<file path="src/hw/ped_pkg.sv">
// constants for the performance event detection group: event codes, interlock weights,
// increment widths and penalty figures.
// assumes a core that reports pipeline, cache and branch status once per clock.
//
// Contract
// code 110001 counts multimedia data reads (sel 0) and read misses (sel 1)
// floating-point freeze stall: one increment per frozen clock
// taken-branch event counts each branch actually taken
// count first decode stage issuing nothing because its buffer is empty
// count first decode stage issuing one because only one is ready
// count every flush from a wrongly followed branch, execute and writeback
// all-flush event counts execute and writeback; companion writeback only
// writeback-resolved misprediction costs one clock more than execute-resolved
// multimedia misaligned references on sel 0, read-wait stall clocks on sel 1
// near returns mispredicted or unpredicted, interrupt returns excluded
// near returns with any prediction made, interrupt returns excluded
// multiply interlock clocks, no other stall; two if next clock, one if later
// count clocks a multimedia store waits in address generation on a producer
// executed near returns plus exceptions on them and interrupts just before
// count branch target buffer false entries, not wrong direction guesses
// count not-taken branches that the branch target buffer predicted taken
// multimedia clocks stalled on full write buffers, multimedia accesses only
// stalls on multimedia writes to exclusive or modified lines
// six-bit code plus selector picks the event; selector names the counter
// each detector gives a per-clock amount, up to two with both pipes

package ped_pkg;

	localparam int PED_CODE_W = 6;
	localparam int PED_INC_W = 2;
	localparam logic [5:0] PED_EV_MM_READ = 6'h31;
	localparam logic [5:0] PED_EV_FP_BRANCH = 6'h32;
	localparam logic [5:0] PED_EV_STARVE = 6'h33;
	localparam logic [5:0] PED_EV_FLUSH = 6'h35;
	localparam logic [5:0] PED_EV_MM_ALIGN = 6'h36;
	localparam logic [5:0] PED_EV_RETURN_PRED = 6'h37;
	localparam logic [5:0] PED_EV_MM_MUL = 6'h38;
	localparam logic [5:0] PED_EV_RETURN_EXEC = 6'h39;
	localparam logic [5:0] PED_EV_TARGET_FALSE = 6'h3a;
	localparam logic [5:0] PED_EV_MM_WBUF = 6'h3b;
	localparam logic [1:0] PED_INC_ZERO = 2'h0;
	// branch penalty in clocks; writeback adds one over execute
	localparam logic [2:0] PED_PEN_EXEC = 3'h3;
	localparam logic [2:0] PED_PEN_WB = PED_PEN_EXEC + 3'h1;
	// interlock weights by distance from the multiply
	localparam logic [1:0] PED_MUL_NEAR = 2'h2;
	localparam logic [1:0] PED_MUL_FAR = 2'h1;

endpackage

</file>
<file path="src/hw/ped_detect.sv">
// performance event detector for codes 49 to 59 feeding two counters.
// assumes status inputs are synchronous to core_clk and valid every clock;
// each counter presents a code and receives a registered increment amount.
`timescale 1ns/100ps

module ped_detect
	import ped_pkg::*;
(
	// clock and reset
	input wire logic core_clk,
	input wire logic reset,
	// event selection, one per counter (counter 0 and counter 1)
	input wire logic [5:0] cnt0_code,
	input wire logic [5:0] cnt1_code,
	// multimedia memory traffic, u and v pipes in bits 0 and 1
	input wire logic [1:0] mm_data_read,
	input wire logic [1:0] mm_read_miss,
	input wire logic [1:0] mm_misaligned,
	input wire logic mm_read_wait,
	input wire logic mm_wbuf_full_stall,
	input wire logic [1:0] mm_write_em_stall,
	// pipeline status
	input wire logic fp_freeze,
	input wire logic [1:0] branch_taken,
	input wire logic [1:0] first_decode_stage_ready,
	input wire logic first_decode_stage_starve,
	input wire logic other_stall,
	input wire logic mm_mul_dep_wait,
	input wire logic mm_mul_dist2,
	input wire logic mm_store_dep_wait,
	// branch resolution
	input wire logic flush_exec,
	input wire logic flush_wb,
	input wire logic [1:0] branch_target_buffer_false,
	input wire logic [1:0] branch_target_buffer_nt_as_t,
	// returns
	input wire logic near_return_instruction,
	input wire logic return_predicted,
	input wire logic return_pred_ok,
	input wire logic return_exc_or_int,
	// increments to the counters, and the flush penalty
	output logic [1:0] cnt0_inc,
	output logic [1:0] cnt1_inc,
	output logic [2:0] flush_penalty
);

	// ****************************************
	// helpers
	// ****************************************

	// number of pipes asserting an event, up to two
	function automatic logic [1:0] ped_pair(input logic [1:0] v);
		ped_pair = {1'b0, v[0]} + {1'b0, v[1]};
	endfunction

	// one-clock event expressed as an increment
	function automatic logic [1:0] ped_one(input logic v);
		ped_one = {1'b0, v};
	endfunction

	// ****************************************
	// interlock tracking
	// ****************************************

	logic mul_first_r;
	logic mul_first_nxt;
	logic mul_stall;

	// only a pure multiply stall counts; other causes suppress it
	assign mul_stall = mm_mul_dep_wait && !other_stall;
	// the first clock of a near interlock is remembered for the checks; the decode adds one per stalled clock
	assign mul_first_nxt = mul_stall && !mm_mul_dist2 && !mul_first_r;

	always_ff @(posedge core_clk or posedge reset) begin
		if (reset) begin
			mul_first_r <= 1'b0;
		end else begin
			mul_first_r <= mul_first_nxt;
		end
	end

	// ****************************************
	// event decode
	// ****************************************

	// per-variant amounts, selected by code and selector
	function automatic logic [1:0] ped_amount(input logic [5:0] code, input logic sel);
		logic [1:0] a;
		a = PED_INC_ZERO;
		case (code)
			PED_EV_MM_READ: a = sel ? ped_pair(mm_read_miss) : ped_pair(mm_data_read);
			PED_EV_FP_BRANCH: a = sel ? ped_pair(branch_taken) : ped_one(fp_freeze); // see R2
			PED_EV_STARVE: begin
				// see R4
				if (sel) begin
					a = ped_one(first_decode_stage_starve && (ped_pair(first_decode_stage_ready) == 2'h1));
				end else begin
					a = ped_one(first_decode_stage_starve && (first_decode_stage_ready == 2'h0));
				end
			end
			// all flushes from execute or writeback vs writeback only
			PED_EV_FLUSH: a = sel ? ped_one(flush_wb) : ped_one(flush_exec || flush_wb); // see R6
			PED_EV_MM_ALIGN: a = sel ? ped_one(mm_read_wait) : ped_pair(mm_misaligned);
			PED_EV_RETURN_PRED: begin
				// see R10
				if (sel) begin
					a = ped_one(near_return_instruction && return_predicted);
				end else begin
					a = ped_one(near_return_instruction && !(return_predicted && return_pred_ok));
				end
			end
			PED_EV_MM_MUL: begin
				// see R12
				if (sel) begin
					a = ped_one(mm_store_dep_wait);
				end else if (mul_stall) begin
					a = PED_MUL_FAR;
				end
			end
			PED_EV_RETURN_EXEC: begin

				a = sel ? PED_INC_ZERO : ped_one(near_return_instruction || return_exc_or_int);
			end
			PED_EV_TARGET_FALSE: begin
				// see R15
				if (sel) begin
					a = ped_pair(branch_target_buffer_nt_as_t);
				end else begin
					a = ped_pair(branch_target_buffer_false);
				end
			end
			PED_EV_MM_WBUF: a = sel ? ped_pair(mm_write_em_stall) : ped_one(mm_wbuf_full_stall); // see R17
			default: a = PED_INC_ZERO;
		endcase
		ped_amount = a;
	endfunction

	// ****************************************
	// counter outputs
	// ****************************************

	// counter 0 sees selector 0 variants, counter 1 sees selector 1
	always_ff @(posedge core_clk or posedge reset) begin
		if (reset) begin
			cnt0_inc <= PED_INC_ZERO;
			cnt1_inc <= PED_INC_ZERO;
		end else begin
			cnt0_inc <= ped_amount(cnt0_code, 1'b0);
			cnt1_inc <= ped_amount(cnt1_code, 1'b1);
		end
	end

	// penalty of the flush now resolving, one more for writeback
	always_ff @(posedge core_clk or posedge reset) begin
		if (reset) begin
			flush_penalty <= 3'h0;
		end else if (flush_wb) begin
			flush_penalty <= PED_PEN_WB;
		end else if (flush_exec) begin
			flush_penalty <= PED_PEN_EXEC;
		end else begin
			flush_penalty <= 3'h0;
		end
	end

	// ****************************************
	// checks
	// ****************************************

	fp_stall_inc_a: assert property (@(posedge core_clk) disable iff (reset)
		(cnt0_code == PED_EV_FP_BRANCH) |=> (cnt0_inc == {1'b0, $past(fp_freeze)}))
		else $error("fp stall increment wrong");

	taken_pair_a: assert property (@(posedge core_clk) disable iff (reset)
		(cnt1_code == PED_EV_FP_BRANCH && branch_taken == 2'h3) |=> (cnt1_inc == 2'h2))
		else $error("two taken branches not counted as two");

	wb_flush_a: assert property (@(posedge core_clk) disable iff (reset)
		(cnt1_code == PED_EV_FLUSH && flush_exec && !flush_wb) |=> (cnt1_inc == 2'h0))
		else $error("execute flush counted as writeback");

	all_flush_a: assert property (@(posedge core_clk) disable iff (reset)
		(cnt0_code == PED_EV_FLUSH && flush_wb) |=> (cnt0_inc == 2'h1))
		else $error("writeback flush missed by all-flush event");

	wb_penalty_a: assert property (@(posedge core_clk) disable iff (reset)
		flush_wb |=> (flush_penalty == PED_PEN_EXEC + 3'h1))
		else $error("writeback penalty not one more");

	nonreturn_excl_a: assert property (@(posedge core_clk) disable iff (reset)
		(cnt1_code == PED_EV_RETURN_PRED && !near_return_instruction) |=> (cnt1_inc == 2'h0))
		else $error("non-return counted as predicted return");

	mul_near_a: assert property (@(posedge core_clk) disable iff (reset)
		(cnt0_code == PED_EV_MM_MUL && mul_stall && !mm_mul_dist2 && !mul_first_r)
		##1 (cnt0_code == PED_EV_MM_MUL && mul_stall) |=> (cnt0_inc == 2'h1))
		else $error("near interlock not counted twice");

	mul_other_a: assert property (@(posedge core_clk) disable iff (reset)
		(cnt0_code == PED_EV_MM_MUL && other_stall) |=> (cnt0_inc == 2'h0))
		else $error("interlock counted under another stall");

	starve_empty_a: assert property (@(posedge core_clk) disable iff (reset)
		(cnt0_code == PED_EV_STARVE && first_decode_stage_starve
		&& first_decode_stage_ready == 2'h0) |=> (cnt0_inc == 2'h1))
		else $error("empty-buffer starvation missed");

	// ****************************************
	// per-variant increment checks, plus the execute penalty and unknown codes
	// ****************************************

	mm_read_pair_a: assert property (@(posedge core_clk) disable iff (reset)
		(cnt0_code == PED_EV_MM_READ && mm_data_read == 2'h3) |=> (cnt0_inc == 2'h2))
		else $error("two multimedia reads not counted as two");

	mm_miss_one_a: assert property (@(posedge core_clk) disable iff (reset)
		(cnt1_code == PED_EV_MM_READ && mm_read_miss == 2'h1) |=> (cnt1_inc == 2'h1))
		else $error("multimedia read miss not counted");

	fp_sel_one_a: assert property (@(posedge core_clk) disable iff (reset)
		(cnt1_code == PED_EV_FP_BRANCH && branch_taken == 2'h0) |=> (cnt1_inc == 2'h0))
		else $error("freeze seen by the taken-branch counter");

	starve_one_a: assert property (@(posedge core_clk) disable iff (reset)
		(cnt1_code == PED_EV_STARVE && first_decode_stage_starve
		&& first_decode_stage_ready == 2'h1) |=> (cnt1_inc == 2'h1))
		else $error("single-issue starvation missed");

	starve_full_a: assert property (@(posedge core_clk) disable iff (reset)
		(cnt1_code == PED_EV_STARVE && first_decode_stage_ready == 2'h3) |=> (cnt1_inc == 2'h0))
		else $error("two ready counted as single issue");

	exec_flush_a: assert property (@(posedge core_clk) disable iff (reset)
		(cnt0_code == PED_EV_FLUSH && flush_exec) |=> (cnt0_inc == 2'h1))
		else $error("execute flush missed by all-flush event");

	exec_penalty_a: assert property (@(posedge core_clk) disable iff (reset)
		(flush_exec && !flush_wb) |=> (flush_penalty == PED_PEN_EXEC))
		else $error("execute penalty wrong");

	mm_align_a: assert property (@(posedge core_clk) disable iff (reset)
		(cnt0_code == PED_EV_MM_ALIGN && mm_misaligned == 2'h3) |=> (cnt0_inc == 2'h2))
		else $error("misaligned pair not counted as two");

	read_wait_a: assert property (@(posedge core_clk) disable iff (reset)
		(cnt1_code == PED_EV_MM_ALIGN) |=> (cnt1_inc == {1'b0, $past(mm_read_wait)}))
		else $error("read wait clock miscounted");

	return_miss_a: assert property (@(posedge core_clk) disable iff (reset)
		(cnt0_code == PED_EV_RETURN_PRED && near_return_instruction && !return_predicted)
		|=> (cnt0_inc == 2'h1))
		else $error("unpredicted return not counted");

	return_hit_a: assert property (@(posedge core_clk) disable iff (reset)
		(cnt0_code == PED_EV_RETURN_PRED && return_predicted && return_pred_ok)
		|=> (cnt0_inc == 2'h0))
		else $error("correct return counted as wrong");

	return_pred_a: assert property (@(posedge core_clk) disable iff (reset)
		(cnt1_code == PED_EV_RETURN_PRED && near_return_instruction && return_predicted)
		|=> (cnt1_inc == 2'h1))
		else $error("predicted return not counted");

	mul_total_a: assert property (@(posedge core_clk) disable iff (reset)
		(cnt0_code == PED_EV_MM_MUL && mul_stall && !mm_mul_dist2 && !mul_first_r)
		##1 (cnt0_code == PED_EV_MM_MUL && mul_stall)
		|=> (({1'b0, cnt0_inc} + {1'b0, $past(cnt0_inc)}) == {1'b0, PED_MUL_NEAR}))
		else $error("near interlock total not two");

	mul_far_a: assert property (@(posedge core_clk) disable iff (reset)
		(cnt0_code == PED_EV_MM_MUL && mul_stall && mm_mul_dist2) |=> (cnt0_inc == PED_MUL_FAR))
		else $error("far interlock not counted once");

	store_wait_a: assert property (@(posedge core_clk) disable iff (reset)
		(cnt1_code == PED_EV_MM_MUL) |=> (cnt1_inc == {1'b0, $past(mm_store_dep_wait)}))
		else $error("store wait clock miscounted");

	return_exec_a: assert property (@(posedge core_clk) disable iff (reset)
		(cnt0_code == PED_EV_RETURN_EXEC && (near_return_instruction || return_exc_or_int))
		|=> (cnt0_inc == 2'h1))
		else $error("executed return not counted");

	return_sel_one_a: assert property (@(posedge core_clk) disable iff (reset)
		(cnt1_code == PED_EV_RETURN_EXEC) |=> (cnt1_inc == 2'h0))
		else $error("undefined return variant counted");

	target_false_a: assert property (@(posedge core_clk) disable iff (reset)
		(cnt0_code == PED_EV_TARGET_FALSE && branch_target_buffer_false == 2'h3)
		|=> (cnt0_inc == 2'h2))
		else $error("false entries not counted per pipe");

	target_nt_a: assert property (@(posedge core_clk) disable iff (reset)
		(cnt1_code == PED_EV_TARGET_FALSE && branch_target_buffer_nt_as_t == 2'h1)
		|=> (cnt1_inc == 2'h1))
		else $error("not-taken predicted taken missed");

	wbuf_full_a: assert property (@(posedge core_clk) disable iff (reset)
		(cnt0_code == PED_EV_MM_WBUF) |=> (cnt0_inc == {1'b0, $past(mm_wbuf_full_stall)}))
		else $error("write buffer stall clock miscounted");

	em_stall_a: assert property (@(posedge core_clk) disable iff (reset)
		(cnt1_code == PED_EV_MM_WBUF && mm_write_em_stall == 2'h3) |=> (cnt1_inc == 2'h2))
		else $error("owned-line write stalls not counted per pipe");

	unknown_code_a: assert property (@(posedge core_clk) disable iff (reset)
		(cnt0_code < PED_EV_MM_READ || cnt0_code == 6'h34) |=> (cnt0_inc == 2'h0))
		else $error("code outside the group counted");

endmodule

</file>
<file path="config.mk">
export PLATFORM = sky130hd
export DESIGN_NAME = ped_detect
export DESIGN_NICKNAME = d
export VERILOG_FILES = /design/src/hw/ped_pkg.sv /design/src/hw/ped_detect.sv
export SDC_FILE = /design/constraint.sdc
export NUM_CORES = 1
export LEC_CHECK = 0
export ABC_AREA = 1
export BUFFER_PORTS_ARGS = -buffer_cell sky130_fd_sc_hd__buf_2
export CORE_AREA = 2 2 44 46
export CTS_BUF_LIST = sky130_fd_sc_hd__clkbuf_8
export CTS_CLUSTER_DIAMETER = 60
export DETAILED_ROUTE_END_ITERATION = 8
export DIE_AREA = 0 0 46 48
export HOLD_SLACK_MARGIN = 0.03
export PLACE_DENSITY = 0.79
export SLEW_MARGIN = 5
export SYNTH_ARGS = -nofsm -noshare
export SYNTH_HDL_FRONTEND = slang
export SYNTH_SLANG_ARGS = --single-unit
</file>
<file path="constraint.sdc">
create_clock -name core_clk -period 0.8 [get_ports core_clk]
set_input_delay 0.12 -clock core_clk [delete_from_list [all_inputs] [get_ports core_clk]]
set_output_delay 0.12 -clock core_clk [all_outputs]
set_load 0.05 [all_outputs]
</file>
==> metrics.yaml, run 1 <==
critical_path:
  endpoint_kind: "output port"
  crit_path_start_kind: "flip-flop"
  path_class: "flip-flop to output port"
  cp_data_required_time_ns: 0.68
  crit_buf_inv: 1
  cpPeakStageDelay_ns: 0.40
  path_max_fanout: 2
  worstPathArrival_ns: 0.78
  cp_slowest_cell: "dfrtp_2"
  path_cells: "buf_6"
  crit_family: "flip-flops"
die:
  ios: 51
  die_area_um2: 2210
  core_area_um2: 1690
  die_width_um: 46
  dieHeight_um: 48
  num_rows: 15
  initial_core_util_pct: 39.7
final_layout:
  n_antenna_cell: 0
  nets: 215
  drive_gt1_share_pct: 39.5
  syn_to_final_growth_pct: 58.0
  num-fill-cells: 160
  post-route-util_pct: 62.7
  instances_no_fill: 179
timing:
  max_slew.worst_pin.slew_ns: 0.269
  period_share_pct: 112
  slew_headroom_pct: 82.0
  slew_violations: 0
  finalWorstSetupSlack_ns: -0.0993
  fin_crit_ns: 0.899
  grt_setup_unrepaired: "true"
  final-setup-viol-count: 7
  hold_violations: 0
  fin_tns_setup_ns: -0.472
  fmax_mhz: 1110
placed_design:
  placed_cells: 174
  post-place-ws_ns: -0.149
  port_buffers: 49
  dp_hpwl_mm: 1.54
  gp_congestion: 0.821
global_route:
  antenna_found_initial: 0
  grt_max_degree: 7
  globalRouteOverflowTotal: 0
  grt_pass1_wl_mm: 2.65
  grt_usage_pct: 16.2
  first_global_vias: 710
synth:
  ys_warn_count: 0
  synth_nets: 159
  yosys_register_bits: 6
  synth_cell_types: 15
  synth_top_area_share_pct: 22.4
  synth_area_um2: 671
  ys_top_cells_by_area: "dfrtp_1, nand3_1, ha_1, nand2_1, nor2_1"
  syn_inst: 107
  ys_seq_area_share_pct: 22.4
  syn_avg_cell_area_um2: 6.27
  synth_area_leader_cell: "dfrtp_1"
routing:
  avgViaCountPerCell: 4.76
  ant_nets: 0
  drt_iter0_drc: 23
  dr.pass1.iters: 4
  drcViolationCount: 0
  wl_per_cell_um: 9.54
  via_count: 852
  detail_route.wirelength_mm: 1.71
run_status:
  violations: "setup timing"
  status: "finished with violations"
cts:
  cts_setup_buffers: 0
  cts_buffers: 3
  cts_max_level: 1
  clockBufferDepth: 2
  root_buffer: "clkbuf_8"
  path_clk_slew_ns: 0.04
  cts_tree: "yes"
  cts.sinks: 6
power_and_ir_drop:
  ir_drop_mv: 0.479
  p_leak_nw: 0.646
  p_total_mw: 1.14
  power.density_nw_per_um2: 1070
min_path:
  min_path_type: "input pin to flip-flop"
run:
  maxCapViolations: 0
==> logic make-up (layout without fill, tap and decap cells) <==
kind of cell / Yosys count / in the layout / share of synthesized area [%]
and+or+nand+nor: 76 / 76 / 52.6
buffers and inverters: 17 / 72 / 10.1
adders and majority gates: 8 / 8 / 14.9
DFF: 6 / 6 / 22.4
==> what timing repair did <==
item / CTS / global route
hold buffers: 1 / 0
endpoints found under the hold margin: 6 / 0
gates resized for setup: 14 / 0
setup endpoints to repair: 7 / 7
==> report_power, final <==
group          switching [mW]  internal (mW)
clock network           0.128          0.329
logic                   0.196          0.162
registers             0.00610          0.317
==> cell usage in the layout, fill, tap and decap left out, types with 3 or more instances in the layout <==
cell / netlist / layout
ha_1: 8 / 7
buf_2: 0 / 42
nand3_1: 24 / 24
dfrtp_1: 6 / 5
nand2_1: 22 / 22
nor2_1: 18 / 18
clkbuf_8: 0 / 3
nand4_1: 3 / 3
buf_6: 0 / 7
nor2_2: 3 / 3
inv_1: 15 / 14
==> Yosys cell counts <==
cell type  count
dfrtp_1        6
nand2_1       22
inv_1         15
nor2_2         3
nand3b_1       2
nor3b_1        1
nand4_1        3
nand2_2        1
nand3_1       24
or2_1          1
nor2_1        18
ha_1           8
buf_4          1
inv_2          1
nor3_2         1
==> sequential cells by signal (all words and copies together) (netlist names) <==
register	cells
cnt0_inc	2
cnt1_inc	2
flush_penalty	2
==> metal layers <==
metal,vias to the layer above,GRT usage (%),wire (µm)
met2,23,29.4,895
met3,2,2.26,73
met1,370,19.7,731
met4,0,5.14,8
li1,457,-,-
met5,-,0,0
==> through the flow <==
step | hold WS [ns] | cell area (µm²)
after floorplan | -0.0891 | 694
after global placement | 0.0342 | 961
after detailed placement | 0.0392 | 961
after CTS | 0.113 | 1060
after global routing | 0.135 | 1060
final | 0.114 | 1060
==> worst paths after layout <==
check	startpoint	endpoint	slack [ns]	cells past startpoint
max	flush_penalty[1]	flush_penalty[0]	-0.1	1
min	flush_exec	flush_penalty[1]	0.11	3
max in group asynchronous	reset	flush_penalty[1]	0.25	3
min in group asynchronous	reset	cnt1_inc[1]	0.35	3
==> cell type report <==
class / instances / area (µm²) / area share, %
Timing Repair Buffer: 52 / 314 / 29.6
Sequential cell: 6 / 151 / 14.3
Inverter: 16 / 62.6 / 5.90
Clock buffer: 3 / 41.3 / 3.90
Clock inverter: 1 / 3.75 / 0.354
Tap cell: 17 / 21.3 / 2.01
Multi-Input combinational cell: 84 / 465 / 43.9
Power figures use the tool's default switching activity.
==> run 2: changes to the inputs <==
--- a/config.mk
+++ b/config.mk
@@ -5,15 +5,14 @@
 export SDC_FILE = /design/constraint.sdc
 export NUM_CORES = 1
 export LEC_CHECK = 0
-export ABC_AREA = 1
 export BUFFER_PORTS_ARGS = -buffer_cell sky130_fd_sc_hd__buf_2
-export CORE_AREA = 2 2 44 46
+export CORE_AREA = 2 2 43 45
 export CTS_BUF_LIST = sky130_fd_sc_hd__clkbuf_8
 export CTS_CLUSTER_DIAMETER = 60
 export DETAILED_ROUTE_END_ITERATION = 8
-export DIE_AREA = 0 0 46 48
+export DIE_AREA = 0 0 45 47
 export HOLD_SLACK_MARGIN = 0.03
-export PLACE_DENSITY = 0.79
+export PLACE_DENSITY = 0.76
 export SLEW_MARGIN = 5
 export SYNTH_ARGS = -nofsm -noshare
 export SYNTH_HDL_FRONTEND = slang
==> metrics.yaml, run 2 <==
run_status:
  status: "finished with violations"
  violations: "setup timing"
timing:
  final-setup-viol-count: 9  # +2
  period_share_pct: 125  # +13 points
  holdWs_ns: 0.128  # +0.0139 ns
  max_slew.worst_pin.slew_ns: 0.300  # +0.0310 ns
  hold_violations: 0  # unchanged
  grt_setup_unrepaired: "true"
  fin_tns_setup_ns: -0.741  # -0.270 ns
  fmax_mhz: 997  # -10%
  slew_violations: 0  # unchanged
  slew_headroom_pct: 80.0  # -2.0 points
  fin_crit_ns: 1.00  # +0.104 ns
  finalWorstSetupSlack_ns: -0.203  # -0.104 ns
routing:
  via_count: 755  # -11%
  dr.pass1.iters: 4  # unchanged
  avgViaCountPerCell: 5.17  # +8.6%
  drt_iter0_drc: 15  # -35%
  wl_per_cell_um: 12.5  # +31%
  ant_nets: 0  # unchanged
  detail_route.wirelength_mm: 1.82  # +6.6%
  drcViolationCount: 0  # unchanged
synth:
  ys_seq_area_share_pct: 25.5  # +3.1 points
  ys_top_cells_by_area: "dfrtp_1, ha_1, nand2_1, o21ai_0, mux2i_1"
  synth_common_cells: "ha_1, nand2_1, dfrtp_1"
  synth_nets: 123  # -23%
  synth_cell_types: 32  # +17
  ys_warn_count: 0  # unchanged
  synth-async-reset-ratio_pct: 100  # unchanged
  synth_edf_count: 0  # unchanged
  syn_inst: 71  # -34%
  synthFlopType: "dfrtp_1"
  yosys_register_bits: 6  # unchanged
  synth_area_um2: 588  # -12%
  synth_top_area_share_pct: 25.5  # +3.1 points
  synth_area_leader_cell: "dfrtp_1"
  syn_avg_cell_area_um2: 8.28  # +32%
min_path:
  min_path_type: "input pin to flip-flop"
  whs_path_depth: 2  # -1
  hold_start: "flush_wb"
  min_to: "flush_penalty[2]"
final_layout:
  num-fill-cells: 147  # -8.1%
  top_regs: "cnt0_inc (2), cnt1_inc (2), flush_penalty (2)"
  nets: 182  # -15%
  post-route-util_pct: 64.9  # +2.2 points
  syn_to_final_growth_pct: 82.3
  n_antenna_cell: 0  # unchanged
  final_common_cell: "buf_2"
  fin_area_um2: 1070  # +1.2%
  multi_input_area_um2: 433  # -7.0%
  final_cell_mix: "buf_2, buf_6, nand2_1"
  seq_area_um2: 151  # unchanged
  drive_gt1_share_pct: 51.9  # +12 points
  instances_no_fill: 146  # -18%
global_route:
  grt_usage_pct: 18.3  # +2.1 points
  first_global_vias: 772  # +8.7%
  grt_max_degree: 10  # +3
  globalRouteOverflowTotal: 0  # unchanged
  grt_pass1_wl_mm: 2.77  # +4.4%
  antenna_found_initial: 0  # unchanged
cts:
  path_clk_slew_ns: 0.04  # about the same
  clockBufferDepth: 2  # unchanged
  cts_setup_buffers: 0  # unchanged
  root_buffer: "clkbuf_8"
  cts_buffers: 3  # unchanged
  cts_max_level: 1  # unchanged
  cts.sinks: 6  # unchanged
  cts_tree: "yes"
run:
  maxCapViolations: 0  # unchanged
die:
  ios: 51  # unchanged
  num_rows: 15  # unchanged
  die_width_um: 45  # -2.2%
  initial_core_util_pct: 35.6  # -4.1 points
  core_area_um2: 1650  # -2.2%
  dieHeight_um: 47  # -2.1%
  die_area_um2: 2120  # -4.2%
critical_path:
  worstPathArrival_ns: 1.10  # +0.32 ns
  path_max_fanout: 1  # -1
  crit_path_start_kind: "input pin"
  cp_data_required_time_ns: 0.89  # +0.21 ns
  endpoint_kind: "flip-flop"
  cp_slowest_cell: "a222oi_1"
  path_class: "input pin to flip-flop"
  cpPeakStageDelay_ns: 0.30  # -0.10 ns
  path_cells: "buf_6 > ha_4 > mux2_4 > a222oi_1 > o22ai_1"
power_and_ir_drop:
  p_total_mw: 1.22  # +6.9%
  p_leak_nw: 0.553  # -14%
  ir_drop_mv: 0.541  # +13%
  power.density_nw_per_um2: 1140  # +5.7%
placed_design:
  dp_hpwl_mm: 1.51  # -1.5%
  placed_cells: 141  # -19%
  placed_area_um2: 942  # -2.0%
  gp_congestion: 0.787  # -4.1%
  port_buffers: 49  # unchanged
  post-place-ws_ns: -0.451  # -0.302 ns
==> run 2: what timing repair did <==
item / 4_1_cts / 5_1_grt
setup endpoints to repair: 9 / 10
hold buffers: 1 / 0
endpoints found under the hold margin: 6 / 0
resized for setup: 19 / 2
pin swaps: 2 / 4
==> run 2: cell families after synthesis <==
group                    Yosys count  share of synthesized area, %
AO/OA/AOI/OAI                     18                          20.4
buffers and inverters              9                          7.87
multiplexers                       3                          5.32
AND/OR/NAND/NOR                   27                          23.8
adder cells (fa/ha/maj)            8                          17.0
flip-flops                         6                          25.5
==> run 2: area by class of cell <==
cell class                 count  area share (%)
multi-input combinational     56            40.4
tap                           17            1.98
clock inverter                 1           0.350
sequential                     6            14.1
timing repair buffer          58            37.6
inverter                       5            1.75
clock buffer                   3            3.85
==> run 2: worst max-delay path by stage <==
stage | cells after the start | to | slack (ns) | from
floorplan | 4 | cnt1_inc[0] | -0.26 | branch_taken[0]
global placement | 5 | cnt1_inc[0] | -0.43 | branch_taken[0]
detailed placement | 5 | cnt1_inc[0] | -0.45 | branch_taken[0]
CTS | 5 | cnt1_inc[0] | -0.19 | branch_taken[0]
global route | 5 | cnt1_inc[0] | -0.24 | branch_taken[0]
finish | 5 | cnt1_inc[0] | -0.20 | branch_taken[0]
==> run 2: per-layer routing <==
layer	wire [µm]	vias up	part of all wire, %	track usage, %
li1	-	377	-	-
met1	671	344	37	15.8
met2	1010	30	56	39.4
met3	96	4	5.3	1.92
met4	38	0	2.1	10.6
met5	0	-	0	0
==> run 2: power by group <==
part | switching [mW] | internal [mW] | total [mW]
Clock | 0.131 | 0.330 | 0.461
Combinational | 0.202 | 0.232 | 0.434
Sequential | 0.00621 | 0.317 | 0.323
==> run 2: critical path, delay by kind of cell <==
kind | cells | cell delay, ns
AOI/OAI and AO/OA | 2 | 0.41
muxes | 1 | 0.26
buffers and inverters | 1 | 0.10
adders and majority gates | 1 | 0.22
